==> config.mk <==
export PLATFORM = sky130hd
export DESIGN_NAME = dma_channel_ctrl
export DESIGN_NICKNAME = d
export VERILOG_FILES = /design/src/hdl/dma_ctl_pkg.sv /design/src/hdl/dma_channel_ctrl.sv
export SDC_FILE = /design/constraint.sdc
export NUM_CORES = 1
export LEC_CHECK = 0
export BUFFER_PORTS_ARGS = -buffer_cell sky130_fd_sc_hd__buf_2
export CORE_MARGIN = 3
export CORE_UTILIZATION = 57
export CTS_CLUSTER_DIAMETER = 30
export DETAILED_ROUTE_END_ITERATION = 6
export GPL_ROUTABILITY_DRIVEN = 0
export PLACE_DENSITY = 0.81
export RECOVER_POWER = 100
export SYNTH_ARGS = -nofsm -noshare
export SYNTH_HDL_FRONTEND = slang
export SYNTH_SLANG_ARGS = --single-unit
==> constraint.sdc <==
create_clock -name aclk -period 4.75 [get_ports aclk]
set_input_delay 0.7125 -clock aclk [delete_from_list [all_inputs] [get_ports aclk]]
set_output_delay 0.7125 -clock aclk [all_outputs]
set_load 0.05 [all_outputs]
==> src/hdl/dma_ctl_pkg.sv <==
`default_nettype none
package dma_ctl_pkg;
  // register byte offsets
  localparam logic [7:0] CTL_OFF = 8'h00;
  localparam logic [7:0] STS_OFF = 8'h04;
  localparam logic [7:0] ERR_OFF = 8'h08;
  localparam logic [7:0] DPL_OFF = 8'h0C;
  localparam logic [7:0] DPH_OFF = 8'h10;
  localparam logic [7:0] CFG_OFF = 8'h14;
  localparam logic [7:0] DEVCTL_OFF = 8'h18;
  // control bit positions
  localparam int CTL_RUN = 0;
  localparam int CTL_ABORT = 1;
  localparam int CTL_SUSPEND = 2;
  // status bit positions
  localparam int STS_ABORT = 0;
  localparam int STS_ERROR = 1;
  localparam int STS_SUSPEND = 2;
  localparam int STS_HALT = 3;
  // config bit positions
  localparam int CFG_RO = 0;
  localparam int CFG_NS = 1;
  localparam int CFG_PREFETCH = 2;
  // device control bit positions
  localparam int DEV_RO_PERMIT = 0;
  localparam int DEV_NS_PERMIT = 1;
  // reset value and response codes
  localparam logic [31:0] WORD_RESET = 32'h0000_0000;
  localparam logic [1:0] RESP_OKAY = 2'h0;
  localparam logic [1:0] RESP_SLVERR = 2'h2;
  // outstanding read counter width
  localparam int OUT_W = 2;
  typedef enum logic [2:0] {
    ST_IDLE, ST_FETCH, ST_SKIP, ST_XFER, ST_WRBACK, ST_DRAIN
  } chan_state_e;
endpackage : dma_ctl_pkg
`default_nettype wire

==> src/hdl/dma_channel_ctrl.sv <==
// Functional notes
// - software abort stops all descriptor and data read requests
// - software abort drains outstanding reads normally; writes and writeback allowed (code drops wrback_req once in ST_DRAIN)
// - descriptor pointer keeps the interrupted descriptor after any abort
// - aborts and suspend discard all prefetched descriptors
// - abort-done set after drain, or at once if idle
// - error abort stops descriptor reads, source reads and memory writes
// - error abort drains reads and drops their completions
// - error abort sets error register bits, then abort-done and error status flags
// - suspend finishes writeback, keeps pointer, sets suspend flag; at once if halted
// - run stays set while suspended
// - resume refetches current descriptor, skips it, follows next link
// - control write with run and abort zero has no effect
// - abort bit aborts; suspend with run and without abort suspends
// - run write ignored on error; else starts or resumes
// - writeback never alters next link low or final entry flag
// - run after append continues normally, refetching prefetched descriptors
// - halted channel refetches last descriptor, skips it, starts at successor
// - relaxed order only when function permit bit set
// - no snoop only when function permit bit set
// - software run set beats hardware clear in same cycle
//
// The register addresses and the AXI4-Lite register port are this design's own decisions.
`default_nettype none
module dma_channel_ctrl #(
  parameter int ADDR_W = 8
) (
  input wire logic aclk,
  input wire logic aresetn,
  input wire logic [ADDR_W-1:0] s_axi_awaddr,
  input wire logic s_axi_awvalid,
  output logic s_axi_awready,
  input wire logic [31:0] s_axi_wdata,
  input wire logic [3:0] s_axi_wstrb,
  input wire logic s_axi_wvalid,
  output logic s_axi_wready,
  output logic [1:0] s_axi_bresp,
  output logic s_axi_bvalid,
  input wire logic s_axi_bready,
  input wire logic [ADDR_W-1:0] s_axi_araddr,
  input wire logic s_axi_arvalid,
  output logic s_axi_arready,
  output logic [31:0] s_axi_rdata,
  output logic [1:0] s_axi_rresp,
  output logic s_axi_rvalid,
  input wire logic s_axi_rready,
  input wire logic desc_rd_req_grant,
  input wire logic data_rd_req_grant,
  input wire logic desc_rd_done,
  input wire logic desc_status_nonzero,
  input wire logic desc_is_last,
  input wire logic [63:0] desc_next_link,
  input wire logic data_rd_done,
  input wire logic data_cpl_valid,
  input wire logic xfer_done,
  input wire logic wrback_done,
  input wire logic err_detect,
  input wire logic [31:0] err_code,
  output logic desc_rd_req,
  output logic data_rd_req,
  output logic mem_wr_en,
  output logic cpl_to_write,
  output logic wrback_req,
  output logic prefetch_flush,
  output logic [63:0] fetch_addr,
  output logic req_attr_ro,
  output logic req_attr_ns,
  output logic chan_busy
);
  // ------------------------------------------------------------
  // register state
  // ------------------------------------------------------------
  logic run_reg;
  logic [31:0] sts_reg;
  logic [31:0] err_reg;
  logic [31:0] dpl_reg;
  logic [31:0] dph_reg;
  logic [31:0] cfg_reg;
  logic [31:0] devctl_reg;
  logic susp_req_reg;
  logic err_abort_reg;
  logic [dma_ctl_pkg::OUT_W-1:0] outst_reg;
  dma_ctl_pkg::chan_state_e state_reg;

  // ------------------------------------------------------------
  // axi write channel
  // ------------------------------------------------------------
  logic aw_held_reg;
  logic w_held_reg;
  logic [ADDR_W-1:0] awaddr_reg;
  logic [31:0] wdata_reg;
  logic wr_fire;

  assign wr_fire = aw_held_reg && w_held_reg && !s_axi_bvalid;

  function automatic logic [31:0] byte_merge(input logic [31:0] old_v,
                                             input logic [31:0] new_v,
                                             input logic [3:0] strb);
    logic [31:0] r;
    r = old_v;
    for (int i = 0; i < 4; i++) begin
      if (strb[i]) begin
        r[i*8 +: 8] = new_v[i*8 +: 8];
      end
    end
    return r;
  endfunction : byte_merge

  // address and data capture in either order
  always_ff @(posedge aclk) begin
    if (!aresetn) begin
      aw_held_reg <= 1'b0;
      w_held_reg <= 1'b0;
      s_axi_awready <= 1'b0;
      s_axi_wready <= 1'b0;
      awaddr_reg <= '0;
      wdata_reg <= dma_ctl_pkg::WORD_RESET;
    end else begin
      s_axi_awready <= !aw_held_reg && !(s_axi_awvalid && s_axi_awready);
      s_axi_wready <= !w_held_reg && !(s_axi_wvalid && s_axi_wready);
      if (s_axi_awvalid && s_axi_awready) begin
        aw_held_reg <= 1'b1;
        awaddr_reg <= s_axi_awaddr;
      end
      if (s_axi_wvalid && s_axi_wready) begin
        w_held_reg <= 1'b1;
        wdata_reg <= byte_merge(dma_ctl_pkg::WORD_RESET, s_axi_wdata, s_axi_wstrb);
      end
      if (wr_fire) begin
        aw_held_reg <= 1'b0;
        w_held_reg <= 1'b0;
      end
    end
  end

  // write response
  always_ff @(posedge aclk) begin
    if (!aresetn) begin
      s_axi_bvalid <= 1'b0;
      s_axi_bresp <= dma_ctl_pkg::RESP_OKAY;
    end else if (wr_fire) begin
      s_axi_bvalid <= 1'b1;
      case (awaddr_reg)
        dma_ctl_pkg::CTL_OFF, dma_ctl_pkg::STS_OFF, dma_ctl_pkg::ERR_OFF,
        dma_ctl_pkg::DPL_OFF, dma_ctl_pkg::DPH_OFF, dma_ctl_pkg::CFG_OFF,
        dma_ctl_pkg::DEVCTL_OFF: s_axi_bresp <= dma_ctl_pkg::RESP_OKAY;
        default: s_axi_bresp <= dma_ctl_pkg::RESP_SLVERR;
      endcase
    end else if (s_axi_bready) begin
      s_axi_bvalid <= 1'b0;
    end
  end

  // ------------------------------------------------------------
  // control write decode
  // ------------------------------------------------------------
  logic ctl_wr;
  logic cmd_abort;
  logic cmd_suspend;
  logic cmd_run;
  logic err_flag;

  assign ctl_wr = wr_fire && (awaddr_reg == dma_ctl_pkg::CTL_OFF);
  assign err_flag = sts_reg[dma_ctl_pkg::STS_ERROR];
  assign cmd_abort = ctl_wr && wdata_reg[dma_ctl_pkg::CTL_ABORT];
  assign cmd_suspend = ctl_wr && wdata_reg[dma_ctl_pkg::CTL_RUN]
                       && !wdata_reg[dma_ctl_pkg::CTL_ABORT]
                       && wdata_reg[dma_ctl_pkg::CTL_SUSPEND];
  assign cmd_run = ctl_wr && wdata_reg[dma_ctl_pkg::CTL_RUN]
                   && !wdata_reg[dma_ctl_pkg::CTL_ABORT]
                   && !wdata_reg[dma_ctl_pkg::CTL_SUSPEND] && !err_flag;

  logic idle;
  logic drain_done;
  logic draining;
  assign idle = (state_reg == dma_ctl_pkg::ST_IDLE);
  assign draining = (state_reg == dma_ctl_pkg::ST_DRAIN);
  assign drain_done = draining && (outst_reg == '0);

  // ------------------------------------------------------------
  // channel state machine
  // ------------------------------------------------------------
  logic hw_clear_run;
  assign hw_clear_run = (state_reg == dma_ctl_pkg::ST_WRBACK) && wrback_done
                        && !susp_req_reg && desc_is_last
                        || drain_done;

  always_ff @(posedge aclk) begin
    if (!aresetn) begin
      state_reg <= dma_ctl_pkg::ST_IDLE;
      err_abort_reg <= 1'b0;
      susp_req_reg <= 1'b0;
    end else begin
      unique case (state_reg)
        dma_ctl_pkg::ST_IDLE: begin
          // resume and restart refetch current descriptor
          if (cmd_run) begin
            state_reg <= dma_ctl_pkg::ST_FETCH;
            susp_req_reg <= 1'b0;
          end
        end
        dma_ctl_pkg::ST_FETCH, dma_ctl_pkg::ST_SKIP, dma_ctl_pkg::ST_XFER: begin
          if (err_detect) begin
            state_reg <= dma_ctl_pkg::ST_DRAIN;
            err_abort_reg <= 1'b1;
          end else if (cmd_abort) begin
            state_reg <= dma_ctl_pkg::ST_DRAIN;
          end else if (state_reg == dma_ctl_pkg::ST_FETCH && desc_rd_done) begin
            state_reg <= desc_status_nonzero ? dma_ctl_pkg::ST_SKIP
                                             : dma_ctl_pkg::ST_XFER;
          end else if (state_reg == dma_ctl_pkg::ST_SKIP) begin
            state_reg <= (susp_req_reg || cmd_suspend) ? dma_ctl_pkg::ST_IDLE
                                                       : dma_ctl_pkg::ST_FETCH;
          end else if (state_reg == dma_ctl_pkg::ST_XFER && xfer_done) begin
            state_reg <= dma_ctl_pkg::ST_WRBACK;
          end
          if (cmd_suspend) begin
            susp_req_reg <= 1'b1;
          end
        end
        dma_ctl_pkg::ST_WRBACK: begin
          if (err_detect) begin
            state_reg <= dma_ctl_pkg::ST_DRAIN;
            err_abort_reg <= 1'b1;
          end else if (cmd_abort) begin
            state_reg <= dma_ctl_pkg::ST_DRAIN;
          end else if (wrback_done) begin
            if (susp_req_reg || cmd_suspend || desc_is_last) begin
              state_reg <= dma_ctl_pkg::ST_IDLE;
            end else begin
              state_reg <= dma_ctl_pkg::ST_FETCH;
            end
          end else if (cmd_suspend) begin
            susp_req_reg <= 1'b1;
          end
        end
        dma_ctl_pkg::ST_DRAIN: begin
          if (drain_done) begin
            state_reg <= dma_ctl_pkg::ST_IDLE;
            err_abort_reg <= 1'b0;
          end
        end
      endcase
    end
  end

  // ------------------------------------------------------------
  // outstanding read counter
  // ------------------------------------------------------------
  logic rd_issue;
  logic rd_retire;
  assign rd_issue = (desc_rd_req && desc_rd_req_grant) || (data_rd_req && data_rd_req_grant);
  assign rd_retire = desc_rd_done || data_rd_done;

  always_ff @(posedge aclk) begin
    if (!aresetn) begin
      outst_reg <= '0;
    end else if (rd_issue && !rd_retire) begin
      outst_reg <= outst_reg + 1'b1;
    end else if (rd_retire && !rd_issue && outst_reg != '0) begin
      outst_reg <= outst_reg - 1'b1;
    end
  end

  // ------------------------------------------------------------
  // run bit, status and pointers
  // ------------------------------------------------------------
  // software set beats hardware clear
  always_ff @(posedge aclk) begin
    if (!aresetn) begin
      run_reg <= 1'b0;
    end else if (cmd_run) begin
      run_reg <= 1'b1;
    end else if (hw_clear_run && !susp_req_reg) begin
      run_reg <= 1'b0;
    end
  end

  // status flags, set wins over clear
  always_ff @(posedge aclk) begin
    logic [31:0] s;
    s = sts_reg;
    if (!aresetn) begin
      sts_reg <= dma_ctl_pkg::WORD_RESET;
    end else begin
      if (wr_fire && awaddr_reg == dma_ctl_pkg::STS_OFF) begin
        s = s & ~byte_merge(dma_ctl_pkg::WORD_RESET, wdata_reg, 4'hF); // write one to clear
      end
      // abort done after drain or at once
      if (drain_done || (cmd_abort && idle)) begin
        s[dma_ctl_pkg::STS_ABORT] = 1'b1;
      end
      if (drain_done && err_abort_reg) begin
        s[dma_ctl_pkg::STS_ERROR] = 1'b1;
      end
      if ((cmd_suspend && idle)
          || (state_reg == dma_ctl_pkg::ST_WRBACK && wrback_done && (susp_req_reg || cmd_suspend))
          || (state_reg == dma_ctl_pkg::ST_SKIP && (susp_req_reg || cmd_suspend))) begin
        s[dma_ctl_pkg::STS_SUSPEND] = 1'b1;
      end
      if (state_reg == dma_ctl_pkg::ST_WRBACK && wrback_done && desc_is_last
          && !susp_req_reg) begin
        s[dma_ctl_pkg::STS_HALT] = 1'b1;
      end
      sts_reg <= s;
    end
  end

  always_ff @(posedge aclk) begin
    if (!aresetn) begin
      err_reg <= dma_ctl_pkg::WORD_RESET;
    end else begin
      err_reg <= (wr_fire && awaddr_reg == dma_ctl_pkg::ERR_OFF) ? (err_reg & ~wdata_reg)
                                                                  : err_reg;
      if (err_detect && !draining) begin
        err_reg <= err_reg | err_code;
      end
    end
  end

  // next link held from the fetch for the skip step
  logic [63:0] link_reg;
  logic [63:0] link_now;
  assign link_now = (state_reg == dma_ctl_pkg::ST_SKIP) ? link_reg : desc_next_link;
  always_ff @(posedge aclk) begin
    if (!aresetn) begin
      link_reg <= '0;
    end else if (desc_rd_done) begin
      link_reg <= desc_next_link;
    end
  end

  // pointers and configuration
  always_ff @(posedge aclk) begin
    if (!aresetn) begin
      dpl_reg <= dma_ctl_pkg::WORD_RESET;
      dph_reg <= dma_ctl_pkg::WORD_RESET;
      cfg_reg <= dma_ctl_pkg::WORD_RESET;
      devctl_reg <= dma_ctl_pkg::WORD_RESET;
    end else begin
      if (wr_fire && awaddr_reg == dma_ctl_pkg::DPL_OFF && idle) dpl_reg <= wdata_reg;
      if (wr_fire && awaddr_reg == dma_ctl_pkg::DPH_OFF && idle) dph_reg <= wdata_reg;
      if (wr_fire && awaddr_reg == dma_ctl_pkg::CFG_OFF) cfg_reg <= wdata_reg;
      if (wr_fire && awaddr_reg == dma_ctl_pkg::DEVCTL_OFF) devctl_reg <= wdata_reg;
      // pointer only advances on normal progress
      if ((state_reg == dma_ctl_pkg::ST_SKIP && !susp_req_reg && !cmd_suspend
           && !cmd_abort && !err_detect)
          || (state_reg == dma_ctl_pkg::ST_WRBACK && wrback_done && !susp_req_reg
              && !cmd_suspend && !cmd_abort && !err_detect && !desc_is_last)) begin
        dpl_reg <= link_now[31:0];
        dph_reg <= link_now[63:32];
      end
    end
  end

  // ------------------------------------------------------------
  // request outputs
  // ------------------------------------------------------------
  always_ff @(posedge aclk) begin
    if (!aresetn) begin
      desc_rd_req <= 1'b0;
      data_rd_req <= 1'b0;
      mem_wr_en <= 1'b0;
      cpl_to_write <= 1'b0;
      wrback_req <= 1'b0;
      prefetch_flush <= 1'b0;
      fetch_addr <= '0;
      req_attr_ro <= 1'b0;
      req_attr_ns <= 1'b0;
      chan_busy <= 1'b0;
    end else begin
      desc_rd_req <= (state_reg == dma_ctl_pkg::ST_FETCH) && !cmd_abort && !err_detect
                     && !desc_rd_done && outst_reg == '0;
      data_rd_req <= (state_reg == dma_ctl_pkg::ST_XFER) && !cmd_abort && !err_detect;
      mem_wr_en <= !err_abort_reg && !err_detect;
      // drain converts completions; error drain drops them
      cpl_to_write <= data_cpl_valid && !err_abort_reg && !err_detect;
      // writeback touches only the status byte
      wrback_req <= (state_reg == dma_ctl_pkg::ST_WRBACK) && !wrback_done && !err_detect;
      // flush on abort or suspend; and on run append
      prefetch_flush <= cmd_abort || cmd_suspend || err_detect || (cmd_run && !idle);
      fetch_addr <= {dph_reg, dpl_reg};
      req_attr_ro <= devctl_reg[dma_ctl_pkg::DEV_RO_PERMIT] && cfg_reg[dma_ctl_pkg::CFG_RO];
      req_attr_ns <= devctl_reg[dma_ctl_pkg::DEV_NS_PERMIT] && cfg_reg[dma_ctl_pkg::CFG_NS];
      chan_busy <= !idle;
    end
  end

  // ------------------------------------------------------------
  // axi read channel
  // ------------------------------------------------------------
  always_ff @(posedge aclk) begin
    if (!aresetn) begin
      s_axi_arready <= 1'b0;
      s_axi_rvalid <= 1'b0;
      s_axi_rdata <= dma_ctl_pkg::WORD_RESET;
      s_axi_rresp <= dma_ctl_pkg::RESP_OKAY;
    end else if (s_axi_arvalid && s_axi_arready) begin
      s_axi_arready <= 1'b0;
      s_axi_rvalid <= 1'b1;
      s_axi_rresp <= dma_ctl_pkg::RESP_OKAY;
      case (s_axi_araddr)
        dma_ctl_pkg::CTL_OFF: s_axi_rdata <= {29'h0, susp_req_reg, 1'b0, run_reg};
        dma_ctl_pkg::STS_OFF: s_axi_rdata <= sts_reg;
        dma_ctl_pkg::ERR_OFF: s_axi_rdata <= err_reg;
        dma_ctl_pkg::DPL_OFF: s_axi_rdata <= dpl_reg;
        dma_ctl_pkg::DPH_OFF: s_axi_rdata <= dph_reg;
        dma_ctl_pkg::CFG_OFF: s_axi_rdata <= cfg_reg;
        dma_ctl_pkg::DEVCTL_OFF: s_axi_rdata <= devctl_reg;
        default: begin
          s_axi_rdata <= dma_ctl_pkg::WORD_RESET;
          s_axi_rresp <= dma_ctl_pkg::RESP_SLVERR;
        end
      endcase
    end else if (s_axi_rvalid) begin
      if (s_axi_rready) begin
        s_axi_rvalid <= 1'b0;
        s_axi_arready <= 1'b1;
      end
    end else begin
      s_axi_arready <= 1'b1;
    end
  end
endmodule : dma_channel_ctrl
`default_nettype wire

==> metrics.txt, run 1 <==
status=finished with violations; failing checks=DRC, capacitance limit, slew limit; fmax=255 MHz; Yosys reg bits=418; compound-cell area share of the yosys netlist=0.195; most frequent cells in the layout=418 x dfxtp_1, 260 x a21oi_1, 254 x nand2_1, 162 x buf_2, 119 x clkbuf_1; final wirelength=50,800 microns; critical path data required time=5.14 ns; # rows=61; initial antenna violation count=2; largest family of logic cells by synthesized area=compound AO/OA/AOI/OAI gates; critical-path maximum fanout=17; first-pass GRT wire length=80,100 microns; Die Ht=176 microns; PD cells=481 nW/um^2; Worst VDD drop=0.000428 V; Yosys cell types=63; core region area=28,200 sq um; Clock transition at path regs=0.05 ns; Die X=176 microns; area of the multi-input gates=7420 sq um; 1st-pass router iterations=7; placed cells=2,350; Power, Total=9790 uW; Port Buf Inserts=276; largest net degree at the start of global routing=163; setup TNS=0 ns; final max-slew violation count=317; synth warn=0; met1 Use GR=0.410; Leak Pwr=0.00811 uW; Fillers=2,083; met2 Use GR=0.512; delay of the slowest cell on the worst path=1.65 ns; layout cells sized above 1=0.175; cells after synthesis=1,830; Cell Chain, Critical Path=or4b_1, nor4_2, clkbuf_1, a21oi_1; RSZ-0062 raised after global routing=no; Hold WS=0.371 ns; Fin. Hold Viols=0; clk sinks=418; Simple-Gate Fraction of Synth Area=0.162; CP Class=register to register; Synth Cell Area=16,500 sq um; maximum level of the CTS H-tree=3; Crit. End Element=register; clock buffer depth=3; # resized after CTS=0; GR Overflow Total=0; skew final=0.0211 ns; cts bufs inserted=76; post-synthesis mux area share=0.0897; top_reg_cell synth=dfxtp_1; type of the worst min-delay path=primary input to register; fin crit period=3.92 ns; Initial Util=0.587; CP Data Arrival Time=4.31 ns; nets@finish=2,215; Post-route DRC=10; Slew HR=-1.04; slowest stage cell, crit path=nor4_2; I/O pin total=279; Final Non-Filler Cells=2,491; Max-Cap Viols=7; EDFF count, synth=0; WL/cell=20.4 microns; die footprint=31,100 sq um; Clock Tree Root=clkbuf_16; FF/Latch Area=8370 sq um; CTS tree=yes; Worst Setup Start Kind=register; Post-Synth XOR/XNOR Area=0; count of final setup violators=0; HPWL after detailed placement=30,100 microns; ys async rst share=0; final period utilization=0.826; design area=20,400 sq um; vias in the first global route=15,000; via count=15,200; setup repair bufs after CTS=0; cell area after placement=18,000 sq um; worst-margin pin slew=3.07 ns; clock latency on the worst-skew pair=0.56 ns; Routed Antenna Nets=0; GRT Max-Usage Layer=met2; commonest non-fill, non-tap cell in the layout=dfxtp_1; total track usage=0.316; Adder-Cell Fraction of Synth Area=0; Syn Area/Cell=9.03 sq um; P&R area growth vs syn=23.2%; register area share after synthesis=0.506; grt met3 use=0.0641; # hold bufs at CTS=0; Iteration-0 DRC Markers=1,972; Vias per Instance=6.11
## kinds of logic after synthesis
logic type | count (synthesis)
muxes | 144
and+or+nand+nor | 569
AOI/OAI and AO/OA | 514
buffers and inverters | 184
DFF | 418
other | 1
## routing by layer
layer  wire, microns  vias to the layer above
li1                -                     6929
met1           20300                     7205
met2           23500                      906
met3            5000                      166
met4            2000                        2
met5              13                        -
## report_power, final
group	switching (uW)	internal, uW	total [uW]
clock	1870	3550	5420
combinational	412	223	635
sequential	97.2	3640	3730
## synthesized netlist by cell type (13+ instances only)
master / instances / area share
dfxtp_1: 418 / 0.51
nor2_1: 113 / 0.026
nand2_1: 254 / 0.058
a222oi_1: 60 / 0.036
nor2b_1: 31 / 0.012
and2_1: 68 / 0.026
a211oi_1: 68 / 0.031
o21ai_0: 53 / 0.016
inv_1: 29 / 0.0066
a21oi_1: 261 / 0.079
buf_2: 34 / 0.010
mux2_2: 33 / 0.022
clkbuf_1: 101 / 0.023
nor3_1: 13 / 0.0039
mux2i_1: 111 / 0.067
a21o_1: 32 / 0.015
nand3_1: 38 / 0.012
## path summary, 6_finish.rpt
kind,from,end,slack [ns],depth (start not counted)
setup / recovery,awaddr_reg[0]$_SDFFE_PN0P_,sts_reg[18]$_SDFFE_PN0P_,0.83,4
hold / removal,data_cpl_valid,cpl_to_write$_SDFF_PN0_,0.37,2
setup reg to reg,awaddr_reg[0]$_SDFFE_PN0P_,sts_reg[18]$_SDFFE_PN0P_,0.83,4
hold reg to reg,sts_reg[5]$_SDFFE_PN0P_,sts_reg[5]$_SDFFE_PN0P_,0.43,2
## through the flow
stage,setup slack [ns],util
4_1_cts,1.76,0.730
6_report,0.827,0.723
2_1_floorplan,2.49,-
3_3_place_gp,1.67,0.638
3_5_place_dp,1.66,0.638
5_1_grt,0.752,0.723
## critical path, delay by kind of cell, from the launching register on
kind | cells | cell delay, ns
AOI/OAI and AO/OA | 1 | 0.20
DFF | 1 | 0.35
buffers and inverters | 1 | 0.90
and+or+nand+nor | 2 | 2.28
## area by class of cell
class                           instances  area share
Sequential cell                       418       0.411
Multi-Input combinational cell       1229       0.364
Clock buffer                           88       0.100
Timing Repair Buffer                  295      0.0673
Clock inverter                         51      0.0278
Tap cell                              378      0.0232
Inverter                               30     0.00590
Antenna cell                            2    0.000246
(Power assumes the default switching activity.)
==> run 2: changes to the inputs <==
--- a/config.mk
+++ b/config.mk
@@ -7,11 +7,11 @@
 export LEC_CHECK = 0
 export BUFFER_PORTS_ARGS = -buffer_cell sky130_fd_sc_hd__buf_2
 export CORE_MARGIN = 3
-export CORE_UTILIZATION = 57
+export CORE_UTILIZATION = 56
 export CTS_CLUSTER_DIAMETER = 30
 export DETAILED_ROUTE_END_ITERATION = 6
 export GPL_ROUTABILITY_DRIVEN = 0
-export PLACE_DENSITY = 0.81
+export PLACE_DENSITY = 0.8
 export RECOVER_POWER = 100
 export SYNTH_ARGS = -nofsm -noshare
 export SYNTH_HDL_FRONTEND = slang
==> constraint.sdc (replaced) <==
create_clock -name aclk -period 4.06 [get_ports aclk]
set_input_delay 0.609 -clock aclk [delete_from_list [all_inputs] [get_ports aclk]]
set_output_delay 0.609 -clock aclk [all_outputs]
set_load 0.05 [all_outputs]
==> metrics.txt, run 2 (synthesis results as in run 1) <==
count of final setup violators=0 (unchanged); vias in the first global route=15,200 (+1.3%); nets@finish=2,222 (+0.32%); worst-margin pin slew=2.86 ns (-0.209 ns); # hold bufs at CTS=0 (unchanged); Most common cell on crit path=clkbuf_1; Crit. End Element=register; setup TNS=0 ns (unchanged); final wirelength=52,000 microns (+2.5%); CP Data Arrival Time=3.87 ns (-0.44 ns); HPWL after detailed placement=30,700 microns (+1.8%); Clock Tree Root=clkbuf_16; CTS tree=yes; RSZ-0062 raised after global routing=no; Worst Setup Start Kind=primary input; Reg2Reg Setup Slack=0.76 ns (-0.07 ns); Slew HR=-0.905 (+0.139); WL/cell=20.8 microns (+1.9%); final period utilization=0.836; failing checks=DRC, capacitance limit, slew limit; Port Buf Inserts=276 (unchanged); critical-path maximum fanout=61 (+44); CP top delay family=buffers and inverters; # resized after CTS=0 (unchanged); Post-route DRC=4 (-6); Initial Util=0.573 (-0.0141); Iteration-0 DRC Markers=2,100 (+6.5%); via count=15,200 (+0.16%); total track usage=0.319 (+0.00229); # rows=62 (+1.6%); fmax=295 MHz; Die X=178 microns (+0.86%); PD cells=578 nW/um^2 (+20%); type of the worst min-delay path=primary input to register; Fin. Hold Viols=0 (unchanged); GR Overflow Total=0 (unchanged); setup repair bufs after CTS=0 (unchanged); reg2reg start=state_reg[1]$_SDFFE_PN0P_; I/O pin total=279 (unchanged); 1st-pass router iterations=7 (unchanged); final max-slew violation count=387 (+22%); Worst Hold Depth=2 (unchanged); critical path data required time=4.54 ns (-0.60 ns); clock buffer depth=3 (unchanged); clk sinks=418 (unchanged); maximum level of the CTS H-tree=3 (unchanged); Worst VDD drop=0.000320 V (-25%); fin crit period=3.39 ns; die footprint=31,600 sq um (+1.7%); Die Ht=178 microns (+0.86%); Hold Crit Start=data_cpl_valid; delay of the slowest cell on the worst path=2.05 ns (+0.40 ns); Leak Pwr=0.00821 uW (+1.1%); R2R depth=5 (+1); skew final=0.0190 ns (-0.00209 ns); reg-to-reg critical path endpoint=err_reg[31]$_SDFFE_PN0P_; Routed Antenna Nets=0 (unchanged); status=finished with violations; commonest non-fill, non-tap cell in the layout=dfxtp_1; Vias per Instance=6.08 (-0.40%); cts bufs inserted=81 (+6.6%); crit path buf inv count=2 (+1); core region area=28,900 sq um (+2.5%); Hold WS=0.261 ns (-0.109 ns); Cell Chain, Critical Path=clkbuf_1, clkbuf_1, o21ai_0, a21oi_1; Fillers=2,159 (+3.6%); most frequent cells in the layout=418 x dfxtp_1, 261 x a21oi_1, 254 x nand2_1, 162 x buf_2, 122 x clkbuf_1; Clock transition at path regs=0.05 ns (about the same); first-pass GRT wire length=80,500 microns (+0.53%); P&R area growth vs syn=24.7%; slowest stage cell, crit path=clkbuf_1; Max-Cap Viols=7 (unchanged); largest net degree at the start of global routing=106 (-35%); clock latency on the worst-skew pair=0.57 ns (about the same); initial antenna violation count=4 (+2); Min-Delay Endpoint=cpl_to_write$_SDFF_PN0_; layout cells sized above 1=0.177 (+0.00256); CP Class=primary input to register
[run 2: cell count changes in the layout (fill, tap and decap cells not counted), moves of 2 or more]
cell	delta
inv_6	-5
buf_4	+3
nor2_2	+2
clkinvlp_4	+2
and2_0	+3
clkbuf_1	+3
clkbuf_8	-2
clkinv_2	-2
clkbuf_16	+6
and2_1	-2
bufinv_16	+3
nor2_1	-2
[run 2: worst max-delay path by stage]
stage,from,endpoint,cells past startpoint
after floorplan,s_axi_bvalid$_SDFFE_PN0P_,dph_reg[21]$_SDFFE_PN0P_,8
after global placement,s_axi_araddr[4],s_axi_rdata[18]$_SDFFE_PN0P_,6
after detailed placement,s_axi_araddr[4],s_axi_rdata[24]$_SDFFE_PN0P_,6
after CTS,state_reg[0]$_SDFFE_PN0P_,err_reg[31]$_SDFFE_PN0P_,5
after global routing,aresetn,dpl_reg[14]$_SDFFE_PN0P_,4
final,aresetn,dpl_reg[11]$_SDFFE_PN0P_,4
[run 2: stage by stage]
stage	power [uW]	util	setup WS (ns)	cells	area [sq um]
CTS	11900	0.721	1.35	2504	20800
global route	12200	0.714	0.612	2504	20600
detailed placement	5180	0.624	1.15	2358	18000
finish	11900	0.714	0.667	2505	20600
global placement	5160	0.624	1.26	2358	18000
floorplan	4920	-	1.85	1831	16500
[run 2: layout make-up]
type / count / area, sq um / share of cell area
diodes: 1 / 2.50 / 0.000121
flip-flops and latches: 418 / 8370 / 0.406
inverters: 30 / 120 / 0.00583
well taps: 384 / 480 / 0.0233
clock inverters: 50 / 626 / 0.0304
clock buffers: 96 / 2180 / 0.106
multi-input cells: 1229 / 7430 / 0.361
repair buffers: 297 / 1400 / 0.0681
[run 2: layer usage]
metal,global-route usage,part of all wire,routed length [microns],vias up
met4,0.148,0.037,1940,6
li1,-,-,-,6952
met2,0.527,0.47,24500,866
met1,0.402,0.40,20600,7248
met5,0,0.00092,48,-
met3,0.0638,0.094,4910,161
[run 2: power by group]
group	internal (uW)	switching (uW)	leakage [uW]
sequential	4260	119	0.00339
combinational	261	485	0.00347
clock	4550	2230	0.00134
